$ cat config.mk
export PLATFORM = sky130hd
export DESIGN_NAME = flash_suspend_resume_reset_ctl
export DESIGN_NICKNAME = d
export VERILOG_FILES = /design/src/pkg/flash_ctl_pkg.sv /design/src/design/input_sync.sv /design/src/design/param_table_rom.sv /design/src/design/flash_suspend_resume_reset_ctl.sv
export SDC_FILE = /design/constraint.sdc
export NUM_CORES = 1
export LEC_CHECK = 0
export BUFFER_PORTS_ARGS = -buffer_cell sky130_fd_sc_hd__buf_2
export CORE_AREA = 5 5 104 106
export DETAILED_ROUTE_END_ITERATION = 6
export DIE_AREA = 0 0 109 111
export HOLD_SLACK_MARGIN = 0.03
export PLACE_DENSITY = 0.79
export SETUP_SLACK_MARGIN = 0.4
export SLEW_MARGIN = 5
export SYNTH_ARGS = -nofsm -noshare
export SYNTH_HDL_FRONTEND = slang
export SYNTH_HIERARCHICAL = 1
export SYNTH_SLANG_ARGS = --single-unit
$ cat constraint.sdc
create_clock -name ref_clk_in -period 7.43 [get_ports ref_clk_in]
set_clock_uncertainty 0.2 [all_clocks]
set_input_delay 1.486 -clock ref_clk_in [delete_from_list [all_inputs] [get_ports ref_clk_in]]
set_output_delay 1.486 -clock ref_clk_in [all_outputs]
set_load 0.02 [all_outputs]
$ cat src/pkg/flash_ctl_pkg.sv
// Purpose: Shared constants and types of the suspend, resume and reset
//          control of the serial flash.
// Assumes: Core clock of 200 MHz.
// Notes:   Opcodes are the single byte seen after chip select falls.
package flash_ctl_pkg;

    localparam logic [7:0] OP_LATCH_CLR = 8'h04;
    localparam logic [7:0] OP_STATUS_RD = 8'h05;
    localparam logic [7:0] OP_CONFIG_RD = 8'h15;
    localparam logic [7:0] OP_SECURITY_RD = 8'h2b;
    localparam logic [7:0] OP_SIGNATURE_RD = 8'hab;
    localparam logic [7:0] OP_RESET_ARM = 8'h66;
    localparam logic [7:0] OP_RESET_FIRE = 8'h99;
    localparam logic [7:0] OP_IDLE = 8'h00;
    localparam logic [7:0] OP_RESUME_A = 8'h7a;
    localparam logic [7:0] OP_RESUME_B = 8'h30;
    localparam logic [7:0] OP_PARAM_RD = 8'h5a;

    localparam int IO_W = 4;
    localparam int SPI_CMD_CLKS = 8;
    localparam int QUAD_CMD_CLKS = 2;
    localparam int ADDR_BYTES = 3;
    localparam int DUMMY_BYTES = 1;
    localparam int PARAM_HDR_BYTES = 1 + ADDR_BYTES + DUMMY_BYTES;

    localparam int WIP_BIT = 0;
    localparam int WEL_BIT = 1;
    localparam int PSB_BIT = 2;
    localparam int ESB_BIT = 3;
    localparam logic [7:0] CONFIG_RESET = 8'h00;

    localparam int CLK_PERIOD_PS = 5000;
    localparam int RESET_PULSE_MIN_US = 10;
    localparam int RESET_PULSE_CYC =
        (RESET_PULSE_MIN_US * 1000000 + CLK_PERIOD_PS - 1) / CLK_PERIOD_PS;

    typedef enum logic [1:0] {
        ST_STANDBY,
        ST_BUSY,
        ST_SUSPENDING,
        ST_SUSPENDED
    } mode_t;

endpackage

$ cat src/design/input_sync.sv
// Purpose: Two-flop synchroniser for pins from outside the core clock.
// Assumes: Each bit is an independent level.
// Notes:   The first stage feeds only the second stage.
module input_sync #(
    parameter int W = 1,
    parameter logic [W-1:0] RST_VAL = '0
) (
    input logic ref_clk_in,
    input logic rst_in,
    input logic clk_en_in,
    input logic [W-1:0] d_in,
    output logic [W-1:0] q_out
);

    typedef struct packed {
        logic [W-1:0] q1;
        logic [W-1:0] q2;
    } sync_t;

    sync_t s;
    sync_t next_s;

    ////////////////////////////////////////////////////////////////////////
    // Per-bit two-stage chain
    for (genvar i = 0; i < W; i++) begin : g_bit
        always_comb begin
            next_s.q1[i] = d_in[i];
            next_s.q2[i] = s.q1[i];
        end
    end

    always_ff @(posedge ref_clk_in or posedge rst_in) begin
        if (rst_in) begin
            s <= {RST_VAL, RST_VAL};
        end else if (clk_en_in) begin
            s <= next_s;
        end
    end

    assign q_out = s.q2;

endmodule

$ cat src/design/param_table_rom.sv
// Purpose: Parameter table returned by the table read command.
// Assumes: Address is stable for at least one clock before use.
// Notes:   Read data come out of a register.
module param_table_rom #(
    parameter int AW = 8
) (
    input logic ref_clk_in,
    input logic rst_in,
    input logic clk_en_in,
    input logic [AW-1:0] addr_in,
    output logic [7:0] data_out
);

    typedef struct packed {
        logic [7:0] data;
    } rom_t;

    rom_t s;
    rom_t next_s;

    ////////////////////////////////////////////////////////////////////////
    // Table contents: header signature, two header bytes, then erased bytes
    always_comb begin
        next_s = s;
        case (addr_in)
            AW'(0): next_s.data = 8'h53;
            AW'(1): next_s.data = 8'h46;
            AW'(2): next_s.data = 8'h44;
            AW'(3): next_s.data = 8'h50;
            AW'(4): next_s.data = 8'h06;
            AW'(5): next_s.data = 8'h01;
            default: next_s.data = 8'hff;
        endcase
    end

    always_ff @(posedge ref_clk_in or posedge rst_in) begin
        if (rst_in) begin
            s <= '0;
        end else if (clk_en_in) begin
            s <= next_s;
        end
    end

    assign data_out = s.data;

endmodule

$ cat src/design/flash_suspend_resume_reset_ctl.sv
// Purpose: Command decode for suspend, resume, idle, software and pin reset
//          and parameter table read of a serial flash.
// Assumes: Serial pins are sampled by the 200 MHz core clock.
// Notes:   Data output is single-line on the serial output pin.

// How it works
// - Latch clear, status, config reads pass suspend
// - Security, signature, reset, idle pass suspend immediately
// - Resume restarts the suspended operation
// - Resume sets latch, busy; clears suspend flags
// - Resumed operation runs to done or suspend
// - Resume ignored in continuous read mode
// - Idle only cancels a pending reset arm
// - Opcode is eight or two clocks
// - Fire resets only straight after arm
// - Software reset returns standby and defaults
// - Software reset aborts program or erase
// - Table read: opcode, address, dummy, data
// - Reset pin low long enough resets
// - Pin reset returns standby with defaults
// - Pin reset aborts, output floats throughout
// - Power-up in standby, write latch cleared
// - Resume has two opcodes
// - Suspend flags are security bits two, three
// - Suspend latency then latch clear, flag set
module flash_suspend_resume_reset_ctl #(
    parameter int SUSPEND_LAT_CYC = 40,
    parameter logic [7:0] SIGNATURE = 8'h5c // Arbitrary value
) (
    input logic ref_clk_in,
    input logic rst_in,
    input logic clk_en_in,
    input logic sclk_in,
    input logic cs_n_in,
    input logic [flash_ctl_pkg::IO_W-1:0] io_in,
    input logic hw_reset_n_in,
    input logic quad_mode_in,
    input logic cont_read_mode_in,
    input logic op_start_in,
    input logic op_erase_in,
    input logic suspend_req_in,
    input logic op_done_in,
    output logic so_out,
    output logic so_oe_out,
    output logic wel_out,
    output logic wip_out,
    output logic prog_susp_out,
    output logic erase_susp_out,
    output flash_ctl_pkg::mode_t mode_out,
    output logic op_resume_out,
    output logic op_abort_out
);
    import flash_ctl_pkg::*;

    localparam int LAT_W = $clog2(SUSPEND_LAT_CYC + 1);
    localparam int HW_W = $clog2(RESET_PULSE_CYC + 1);

    typedef struct packed {
        mode_t mode;
        logic erase;
        logic [LAT_W-1:0] lat;
        logic write_enable_latch;
        logic write_in_progress;
        logic program_suspended_flag;
        logic erase_suspended_flag;
        logic armed;
        logic [2:0] bits;
        logic [2:0] nbyte;
        logic [7:0] shreg;
        logic [7:0] opc;
        logic [7:0] tx;
        logic [2:0] txbit;
        logic tx_on;
        logic [7:0] addr;
        logic sclk_q;
        logic cs_q;
        logic [HW_W-1:0] hw_cnt;
        logic hw_hold;
        logic so;
        logic so_oe;
        logic abort;
        logic resume;
    } ctl_t;

    ctl_t s;
    ctl_t next_s;

    logic sclk_s;
    logic cs_s;
    logic [IO_W-1:0] io_s;
    logic pin_s;
    logic [7:0] rom_data;
    logic sclk_rise;
    logic sclk_fall;
    logic cs_rise;
    logic byte_end;
    logic exec;
    logic ok;
    logic is_resume;
    logic hw_fire;
    logic sw_fire;
    logic [7:0] opc_cur;
    logic [7:0] rd_val;

    ////////////////////////////////////////////////////////////////////////
    // Pin synchronisers
    input_sync #(
        .W(IO_W + 3),
        .RST_VAL({1'b0, 1'b1, {IO_W{1'b0}}, 1'b1})
    ) u_sync (
        .ref_clk_in(ref_clk_in),
        .rst_in(rst_in),
        .clk_en_in(clk_en_in),
        .d_in({sclk_in, cs_n_in, io_in, hw_reset_n_in}),
        .q_out({sclk_s, cs_s, io_s, pin_s})
    );

    param_table_rom #(
        .AW(8)
    ) u_rom (
        .ref_clk_in(ref_clk_in),
        .rst_in(rst_in),
        .clk_en_in(clk_en_in),
        .addr_in(s.addr),
        .data_out(rom_data)
    );

    ////////////////////////////////////////////////////////////////////////
    // Command filter while suspending or suspended
    function automatic logic accepted(mode_t m, logic [7:0] o);
        logic quick;
        quick = o inside {OP_LATCH_CLR, OP_STATUS_RD, OP_CONFIG_RD,
                          OP_SECURITY_RD, OP_SIGNATURE_RD, OP_RESET_ARM,
                          OP_RESET_FIRE, OP_IDLE};
        case (m)
            ST_SUSPENDING: accepted = quick;
            ST_SUSPENDED: accepted = quick || o == OP_RESUME_A ||
                                     o == OP_RESUME_B || o == OP_PARAM_RD;
            default: accepted = 1'b1;
        endcase
    endfunction

    ////////////////////////////////////////////////////////////////////////
    // Next state
    always_comb begin
        next_s = s;
        next_s.abort = 1'b0;
        next_s.resume = 1'b0;
        next_s.sclk_q = sclk_s;
        next_s.cs_q = cs_s;
        sclk_rise = sclk_s && !s.sclk_q;
        sclk_fall = !sclk_s && s.sclk_q;
        cs_rise = cs_s && !s.cs_q;
        byte_end = quad_mode_in ? (s.bits == 3'd1) : (s.bits == 3'd7);
        exec = cs_rise && s.nbyte == 3'd1 && s.bits == 3'd0 && !s.hw_hold;
        ok = accepted(s.mode, s.opc);
        is_resume = s.opc == OP_RESUME_A || s.opc == OP_RESUME_B;
        sw_fire = exec && s.opc == OP_RESET_FIRE && s.armed;
        hw_fire = !pin_s && s.hw_cnt == HW_W'(RESET_PULSE_CYC - 1);
        opc_cur = quad_mode_in ? {s.shreg[3:0], io_s} : {s.shreg[6:0], io_s[0]};
        rd_val = 8'h00;
        case (s.nbyte == 3'd0 ? opc_cur : s.opc)
            OP_STATUS_RD: begin
                rd_val[WEL_BIT] = s.write_enable_latch;
                rd_val[WIP_BIT] = s.write_in_progress;
            end
            OP_SECURITY_RD: begin
                rd_val[PSB_BIT] = s.program_suspended_flag;
                rd_val[ESB_BIT] = s.erase_suspended_flag;
            end
            OP_CONFIG_RD: rd_val = CONFIG_RESET;
            OP_SIGNATURE_RD: rd_val = SIGNATURE;
            default: rd_val = 8'h00;
        endcase

        // Serial receive and transmit
        if (cs_s || s.hw_hold) begin
            next_s.bits = 3'd0;
            next_s.nbyte = 3'd0;
            next_s.tx_on = 1'b0;
            next_s.so_oe = 1'b0;
        end else if (sclk_rise) begin
            next_s.shreg = opc_cur;
            next_s.bits = byte_end ? 3'd0 : s.bits + 3'd1;
            if (byte_end) begin
                next_s.nbyte = (s.nbyte == 3'd7) ? s.nbyte : s.nbyte + 3'd1;
                if (s.nbyte == 3'd0) begin
                    next_s.opc = opc_cur;
                end
                if (s.nbyte == 3'(ADDR_BYTES)) begin
                    next_s.addr = opc_cur;
                end
                if (s.opc == OP_PARAM_RD && s.nbyte != 3'd0 &&
                    ok && s.nbyte >= 3'(PARAM_HDR_BYTES - 1)) begin
                    next_s.tx = rom_data;
                    next_s.txbit = 3'd7;
                    next_s.tx_on = 1'b1;
                    next_s.addr = s.addr + 8'h01;
                end else if (accepted(s.mode, s.nbyte == 3'd0 ? opc_cur :
                             s.opc) && (s.nbyte == 3'd0 ? opc_cur : s.opc)
                             inside {OP_STATUS_RD, OP_SECURITY_RD,
                             OP_CONFIG_RD, OP_SIGNATURE_RD}) begin
                    next_s.tx = rd_val;
                    next_s.txbit = 3'd7;
                    next_s.tx_on = 1'b1;
                end
            end
        end else if (sclk_fall && s.tx_on) begin
            next_s.so = s.tx[s.txbit];
            next_s.so_oe = 1'b1;
            next_s.txbit = s.txbit - 3'd1;
        end

        // Reset arming: anything but an arm in between disarms
        if (cs_rise) begin
            next_s.armed = exec && ok && s.opc == OP_RESET_ARM;
        end

        // Program and erase sequencing
        case (s.mode)
            ST_STANDBY: begin
                if (op_start_in) begin
                    next_s.mode = ST_BUSY;
                    next_s.write_in_progress = 1'b1;
                    next_s.erase = op_erase_in;
                end
            end
            ST_BUSY: begin
                if (op_done_in) begin
                    next_s.mode = ST_STANDBY;
                    next_s.write_in_progress = 1'b0;
                    next_s.write_enable_latch = 1'b0;
                end else if (suspend_req_in) begin
                    next_s.mode = ST_SUSPENDING;
                    next_s.lat = LAT_W'(SUSPEND_LAT_CYC);
                end
            end
            ST_SUSPENDING: begin
                if (s.lat == '0) begin
                    next_s.mode = ST_SUSPENDED;
                    next_s.write_enable_latch = 1'b0;
                    next_s.write_in_progress = 1'b0;
                    next_s.program_suspended_flag = !s.erase;
                    next_s.erase_suspended_flag = s.erase;
                end else begin
                    next_s.lat = s.lat - LAT_W'(1);
                end
            end
            ST_SUSPENDED: begin
                if (exec && is_resume && !cont_read_mode_in) begin
                    next_s.mode = ST_BUSY;
                    next_s.write_enable_latch = 1'b1;
                    next_s.write_in_progress = 1'b1;
                    next_s.program_suspended_flag = 1'b0;
                    next_s.erase_suspended_flag = 1'b0;
                    next_s.resume = 1'b1;
                end
            end
            default: next_s.mode = ST_STANDBY;
        endcase

        if (exec && ok && s.opc == OP_LATCH_CLR) begin
            next_s.write_enable_latch = 1'b0;
        end

        // Reset pin low-time counter
        if (!pin_s) begin
            next_s.hw_hold = 1'b1;
            next_s.so_oe = 1'b0;
            if (s.hw_cnt != HW_W'(RESET_PULSE_CYC)) begin
                next_s.hw_cnt = s.hw_cnt + HW_W'(1);
            end
        end else begin
            next_s.hw_hold = 1'b0;
            next_s.hw_cnt = '0;
        end

        // Software or pin reset back to power-on defaults
        if (sw_fire || hw_fire) begin
            next_s.abort = s.mode != ST_STANDBY;
            next_s.mode = ST_STANDBY;
            next_s.write_enable_latch = 1'b0;
            next_s.write_in_progress = 1'b0;
            next_s.program_suspended_flag = 1'b0;
            next_s.erase_suspended_flag = 1'b0;
            next_s.armed = 1'b0;
            next_s.tx_on = 1'b0;
            next_s.so_oe = 1'b0;
        end
    end

    ////////////////////////////////////////////////////////////////////////
    // State register
    always_ff @(posedge ref_clk_in or posedge rst_in) begin
        if (rst_in) begin
            s <= '0;
            s.mode <= ST_STANDBY;
            s.cs_q <= 1'b1;
        end else if (clk_en_in) begin
            s <= next_s;
        end
    end

    assign so_out = s.so;
    assign so_oe_out = s.so_oe;
    assign wel_out = s.write_enable_latch;
    assign wip_out = s.write_in_progress;
    assign prog_susp_out = s.program_suspended_flag;
    assign erase_susp_out = s.erase_suspended_flag;
    assign mode_out = s.mode;
    assign op_resume_out = s.resume;
    assign op_abort_out = s.abort;
endmodule

# Word level (Yosys, flattened, before mapping)
# Index checks and enable logic that the tools add are counted.
# word_totals
reg_bits	96
out_inout_bits	10
wordCells	226
# classes
addsub	6
order_cmp	2
n_eq_ne	51
muxes	60
bitwise	2
reduce_logical	78
# ops
op	count
$eq A8 B3 Y1 const B	6
$eq A8 B7 Y1 const B	6
$pmux W8 S6	1
$mux W12	3
$reduce_and A5 Y1	7
$eq A8 B6 Y1 const B	4
$eq A8 B8 Y1 const B	4
$mux W8	4
$mux W30	1
$mux W28	1
$logic_not A8 Y1	3
$mux W6	4
$ne A4 B4 Y1 const B	6
$mux W3	7
$reduce_and A4 Y1	5
$logic_and A1 B1 Y1	19
$reduce_bool A2 Y1	9
$mux W1	17
$eq A8 B2 Y1 const B	2
$eq A8 B5 Y1 const B	2
$mux W2	8
$reduce_bool A8 Y1	2
$ne A3 B3 Y1 const B	4
$pmux W6 S2	1
other kinds (39)	73

# Logic depth before layout (Yosys ltp)
# Gate-level depths: netlist of run 1.
# logic_depth
depth_word	19
depth_mapped	9

# By module
# The synthesis of run 1 kept the hierarchy.
# modules_own_cells
module	n_inst	cells_per_inst	area_each_um2
flash_suspend_resume_reset_ctl	1	466	4365.4
input_sync	1	30	528.0
param_table_rom	1	32	305.3

# Worst setup path after synthesis of run 1
# OpenSTA, ideal clock, no wires.
# synth_timing
path_kind	input to register
from	in quad_mode_in
to	reg s[32] (netlist bit)
arrival_time_ns	3.192
required_ns	7.104
slack_ns	3.911
path_stages	7
cell_sequence	buf_6 -> mux2i_1 -> mux2_2 -> or4b_4 -> o22ai_4 -> o21ai_4 -> a221o_1
# synth_via
elab_chain_len	15
word_cells_on_any_way	30
classes_between	10 x eq/ne; 11 x mux; 9 x reduce/logical
# synth_lines
element	line	source
from (decl)	flash_suspend_resume_reset_ctl.sv:37	input logic quad_mode_in,
$mux W8	flash_suspend_resume_reset_ctl.sv:160	opc_cur = quad_mode_in ? {s.shreg[3:0], io_s} : {s.shreg[6:0], io_s[0]};
$mux W8	flash_suspend_resume_reset_ctl.sv:162, flash_suspend_resume_reset_ctl.sv:199, flash_suspend_resume_reset_ctl.sv:200	
$eq A8 B3 Y1 (tied with other cells)	flash_suspend_resume_reset_ctl.sv:132	quick = o inside {OP_LATCH_CLR, OP_STATUS_RD, OP_CONFIG_RD,
$reduce_bool A8 Y1	flash_suspend_resume_reset_ctl.sv:132	
$logic_or A1 B1 Y1 (2 in series)	flash_suspend_resume_reset_ctl.sv:137	ST_SUSPENDED: accepted = quick || o == OP_RESUME_A ||
$logic_or A1 B1 Y1	flash_suspend_resume_reset_ctl.sv:138	o == OP_RESUME_B || o == OP_PARAM_RD;
$pmux W1 S2	flash_suspend_resume_reset_ctl.sv:135	case (m)
$mux W1	flash_suspend_resume_reset_ctl.sv:193	if (s.opc == OP_PARAM_RD && s.nbyte != 3'd0 &&
$mux W1	flash_suspend_resume_reset_ctl.sv:185	if (byte_end) begin
$mux W1	flash_suspend_resume_reset_ctl.sv:182	end else if (sclk_rise) begin
$mux W1	flash_suspend_resume_reset_ctl.sv:177	if (cs_s || s.hw_hold) begin
$logic_and A1 B1 Y1	flash_suspend_resume_reset_ctl.sv:201	inside {OP_STATUS_RD, OP_SECURITY_RD,
$reduce_bool A2 Y1 (no line)	--	
$reduce_and A5 Y1 (no line)	--	
to (signal assigned)	flash_suspend_resume_reset_ctl.sv:300	s <= next_s;
to (decl)	flash_suspend_resume_reset_ctl.sv:85	ctl_t s;
# Parallel ways exist; a longest one is shown, timed or not. The select of a mux whose other input is x is not followed.
# A chain may end at the register's enable or synchronous reset.

# Worst setup path after layout of run 1
# layout_timing
from	in clk_en_in
to	reg s[25] (netlist bit)
# layout_via
elab_chain_len	1
# layout_lines
element	line	source
from (decl)	flash_suspend_resume_reset_ctl.sv:32	input logic clk_en_in,
$reduce_and A5 Y1 (no line)	--	
# Every way passes these cells.

==> results.toml, run 1 <==
[run_status]
outcome = "finished clean"

[route]
top_layer = "met4"
dr.pass1.iters = 5
route.detailed.drc = 0
wl_met1_mm = 5.18
drt-initial-drc-count = 263
ant_nets = 0
wire_per_inst_um = 16.8
vias_per_cell = 5.97
wl_met3_um = 459
drt-total-wl_mm = 11.5
dr_wl_met2_mm = 5.60
vias = 4092

[worst_setup_path]
arrival_ns = 3.86
crit_required_ns = 7.50
start_kind = "input port"
worstPathMaxFanout = 54
cp-end-kind = "flip-flop"
criticalPathCategory = "in2reg"

[synthesis]
synth_cell_types = 72
syn_area_um2 = 5200
syn_area_per_cell_um2 = 9.85
postSynth.asyncResetShare = 1.00
synthCells = 528
synth_edf_count = 0
yosys_most_used_dff = "dfrtp_1"
ys_seq_area_frac = 0.449
ys.warnings.count = 6
ys_ff_latch = 93
syn_nets = 561

[placed_design]
post-place-ws_ns = 3.27
hpwl_mm = 8.17
dp_cells = 670
io_buffers = 25
globalplace.congestion = 0.912

[clock_network]
post_cts_resized = 0
cts_tree = "done"
clk_latency_ns = 0.38
cts_root_buffer = "clkbuf_8"
cts_hold_buf = 0
cts_setup_buffers = 0
path_clk_slew_ns = 0.09
cts_max_path_buffers = 2
clock-sinks = 93
numCtsBuffers = 9
clock_tree.htree_level_count = 3

[sta]
slew_viol_final = 0
fmax_mhz = 264
post-route-min-period_ns = 3.79
tightest_slew_ns = 0.935
rsz0062_at_grt = "no"
max_slew_margin = 0.377
final-hold-violation-count = 0
setup_ws_ns = 3.64
final.setup.tns_ns = 0
setup_viol = 0
fin_crit_sh = 0.510

[final_layout]
nets = 581
diodes = 0
stdcell_count = 686
final_layout_size_suffix_gt1_frac = 0.170
syn2layout_area_growth_pct = 8.38

[floorplan]
dieArea_um2 = 12100
initial_core_util = 0.537
core_area_um2 = 9680
dieHeight_um = 111
placementRows = 36
num_io_pins = 26
fp.dieW_um = 109

[job]
cap_violations = 0

[power_and_ir_drop]
p_leak_nw = 2.45
power.density_nw_per_um2 = 251
ir_drop_uv = 106

[global_route]
grt_antenna_before_repair = 0
grt_pass1_vias = 4013
overflow = 0
grt_max_degree = 74
grt_use_total = 0.205
grt_pass1_wl_mm = 19.8

[min_path]
hp-class = "reg2reg"
-- kinds of logic after synthesis --
group | Yosys count | share of synthesized area
flops | 93 | 0.449
compound gates | 126 | 0.167
fa+ha+maj | 17 | 0.0409
xor+xnor | 13 | 0.0219
simple gates | 184 | 0.185
buf+inv | 56 | 0.0493
mux | 39 | 0.0874
-- worst paths after layout --
path,startpoint,end,slack (ns),cells after the start
worst max-delay path,clk_en_in,s[25]$_DFFE_PP0P_,3.64,8
worst min-delay path,s[52]$_DFFE_PP0P_,s[52]$_DFFE_PP0P_,0.30,2
worst max register to register,s[54]$_DFFE_PP0P_,s[33]$_DFFE_PP0P_,4.26,8
worst min register to register,s[52]$_DFFE_PP0P_,s[52]$_DFFE_PP0P_,0.30,2
max in group asynchronous,rst_in,s[34]$_DFFE_PP0P_,5.21,3
min in group asynchronous,rst_in,u_rom/data_out[6]$_DFFE_PP0P_,0.85,2
-- layout make-up --
type                            count  area, um2
Clock buffer                       10        128
Fill cell                         811       4050
Clock inverter                      6        111
Inverter                           37        139
Sequential cell                    93       2330
Tap cell                          133        166
Timing Repair Buffer               28        148
Multi-Input combinational cell    379       2610
-- state kept, by name, summed over array words and instances, names as in the netlist, 2 cells and up --
register / flops
mode_out: 2
u_sync/next_s: 7
u_sync/q_out: 7
s: 63
u_rom/data_out: 6
-- metrics by stage --
stage | util | hold WS, ns | power [mW] | area [um2]
detailed placement | 0.557 | 0.287 | 1.02 | 5400
global route | 0.582 | 0.321 | 1.50 | 5630
floorplan | - | 0.246 | 0.918 | 5200
global placement | 0.557 | 0.269 | 0.997 | 5400
finish | 0.582 | 0.296 | 1.42 | 5630
CTS | 0.582 | 0.305 | 1.42 | 5630
-- cells in the final DEF (no fill, tap or decap), drive strengths merged, types with 12 or more instances in the layout --
cell type / count
dfrtp: 88
nand2: 55
o21ai: 43
inv: 37
nor2: 36
buf: 28
mux2: 25
a21oi: 18
ha: 17
nor3: 13
mux2i: 12
nand3: 12
-- power by group --
| part | switching, mW | internal [mW] |
|---|---|---|
| clock network | 0.180 | 0.224 |
| registers | 0.0748 | 0.581 |
| logic | 0.211 | 0.144 |
-- routing by layer --
layer,global-route usage,vias to the layer above
li1,-,1950
met1,0.283,2017
met2,0.319,103
met3,0.0262,22
met4,0.0926,0
met5,0,-
-- Yosys cell counts (9+ instances only) --
cell | count | area share
clkbuf_1 | 9 | 0.0065
dfrtp_1 | 88 | 0.42
nor4_1 | 10 | 0.012
mux2_2 | 23 | 0.050
nand2_1 | 55 | 0.040
nand3_1 | 11 | 0.011
nor3_1 | 12 | 0.012
nor2_1 | 36 | 0.026
inv_1 | 37 | 0.027
ha_1 | 17 | 0.041
o21ai_0 | 41 | 0.039
nand2b_1 | 9 | 0.011
mux2i_1 | 12 | 0.023
a31oi_1 | 9 | 0.011
a21oi_1 | 18 | 0.017
-- critical path: stages --
cell      delay, ns
buf_2          0.07
buf_4          0.46
or3b_2         0.54
a211oi_2       0.21
buf_4          0.25
and2_1         0.24
a21oi_1        0.19
a221o_1        0.38
Power figures use the tool's default switching activity.
==> run 2: changes to the inputs <==
clock period = 3.9 ns   (was 7.43 ns; I/O delays follow)
==> results.toml, run 2 (synthesis results as in run 1) <==
[run_status]
outcome = "finished clean"

[floorplan]
placementRows = 36
dieArea_um2 = 12100
fp.dieW_um = 109
core_area_um2 = 9680
initial_core_util = 0.537
dieHeight_um = 111
num_io_pins = 26

[route]
drt-total-wl_mm = 11.6
vias_per_cell = 5.98
wire_per_inst_um = 16.9
vias = 4109
dr.pass1.iters = 5
route.detailed.drc = 0
ant_nets = 0
drt-initial-drc-count = 293

[power_and_ir_drop]
internal_power_mw = 1.67
power.density_nw_per_um2 = 453
pwr-share-clk = 0.241
swShare = 0.340
p_leak_nw = 2.43
ir_drop_uv = 285
p_comb_frac = 0.265
sequentialPowerShare = 0.495
switchingPower_mw = 0.863

[placed_design]
globalplace.congestion = 0.922
io_buffers = 25
hpwl_mm = 8.53
post-place-ws_ns = 0.842
dpl_cell_area_um2 = 5420

[clock_network]
clock_tree.htree_level_count = 3
clk_latency_ns = 0.36
cts_tree = "done"
cts_root_buffer = "clkbuf_8"
clock-sinks = 93
numCtsBuffers = 9
cts_max_path_buffers = 2
cts_hold_buf = 0
post_cts_resized = 0
cts_setup_buffers = 0
path_clk_slew_ns = 0.10

[global_route]
grt_max_degree = 53
grt_antenna_before_repair = 0
grt_pass1_wl_mm = 20.0
grt_pass1_vias = 4049
grt_use_total = 0.203
overflow = 0

[sta]
fin_crit_sh = 0.789
fmax_mhz = 325
setup_ws_ns = 0.821
slew_viol_final = 0
max_slew_margin = 0.591
setup_viol = 0
final-hold-violation-count = 0
post-route-min-period_ns = 3.08
rsz0062_at_grt = "no"
tightest_slew_ns = 0.606
final.setup.tns_ns = 0

[final_layout]
final_layout_size_suffix_gt1_frac = 0.168
nets = 582
layout_commonest_cell = "dfrtp_1"
largest_register = "s"
largest_register_ffs = 63
syn2layout_area_growth_pct = 7.65
final_cell_mix = "dfrtp_1 (88), nand2_1 (55), o21ai_0 (41)"
final_core_util = 0.578
final_area_um2 = 5600
diodes = 0

[worst_setup_path]
arrival_ns = 3.12
cp-end-kind = "flip-flop"
start_kind = "flip-flop"
crit_required_ns = 3.94
worstPathMaxFanout = 11
criticalPathCategory = "reg2reg"
cp_slowest_stage_delay_ns = 0.58
path_cells = "inv_1 -> ha_1 -> nor2b_2 -> mux2_2 -> or4b_4 -> o22ai_4 -> o21ai_4 -> a221o_1"
slowest_stage = "or4b_4"

[job]
cap_violations = 0

[min_path]
hp-class = "in2async"
run 2: cell count changes in the layout (fill, tap and decap cells not counted):
cell / previous run / this run
bufinv_16: 3 / 0
clkbuf_8: 9 / 12
clkbuf_1: 1 / 3
buf_12: 0 / 1
clkinv_4: 1 / 0
clkinvlp_4: 1 / 0
run 2: cell type report:
class	count	area [um2]
Clock buffer	15	176
Clock inverter	1	5.00
Fill cell	851	4090
Inverter	37	139
Multi-Input combinational cell	379	2610
Sequential cell	93	2330
Tap cell	133	166
Timing Repair Buffer	29	168
run 2: path summary, 6_finish.rpt:
path | startpoint | endpoint | slack (ns) | depth (start not counted)
hold / removal | rst_in | u_rom/data_out[0]$_DFFE_PP0P_ | 0.17 | 2
max in group asynchronous | rst_in | wip_out$_DFFE_PP0P_ | 2.50 | 3
setup reg to reg | s[54]$_DFFE_PP0P_ | s[32]$_DFFE_PP0P_ | 0.82 | 8
hold reg to reg | op_abort_out$_DFFE_PP0P_ | op_abort_out$_DFFE_PP0P_ | 0.28 | 2
setup / recovery | s[54]$_DFFE_PP0P_ | s[32]$_DFFE_PP0P_ | 0.82 | 8
min in group ref_clk_in | op_abort_out$_DFFE_PP0P_ | op_abort_out$_DFFE_PP0P_ | 0.28 | 2
run 2: power by group through the flow:
stage | Combinational, mW | Clock (mW) | Sequential [mW]
2_1_floorplan | 0.512 | 0 | 1.24
6_report | 0.671 | 0.610 | 1.26
5_1_grt | 0.757 | 0.658 | 1.28
3_5_place_dp | 0.668 | 0 | 1.28
4_1_cts | 0.671 | 0.617 | 1.26
3_3_place_gp | 0.642 | 0 | 1.27
run 2: worst max-delay path: cells and delay by family, from the launching register on:
family / cells / cell delay, ns
mux: 1 / 0.41
compound gates: 3 / 0.69
flops: 1 / 0.44
fa+ha+maj: 1 / 0.13
simple gates: 2 / 1.02
buf+inv: 1 / 0.08
run 2: layer usage:
layer | vias to the layer above | share of wire | GRT usage
li1 | 1953 | - | -
met1 | 2024 | 0.46 | 0.294
met2 | 107 | 0.47 | 0.310
met3 | 25 | 0.042 | 0.0285
met4 | 0 | 0.022 | 0.0724
met5 | - | 0 | 0
run 2: metrics by stage:
stage	total power, mW	cells	hold WS, ns
detailed placement	1.94	671	0.270
CTS	2.54	687	0.178
global placement	1.91	671	0.266
finish	2.54	687	0.169
global route	2.70	687	0.193
floorplan	1.75	528	0.246
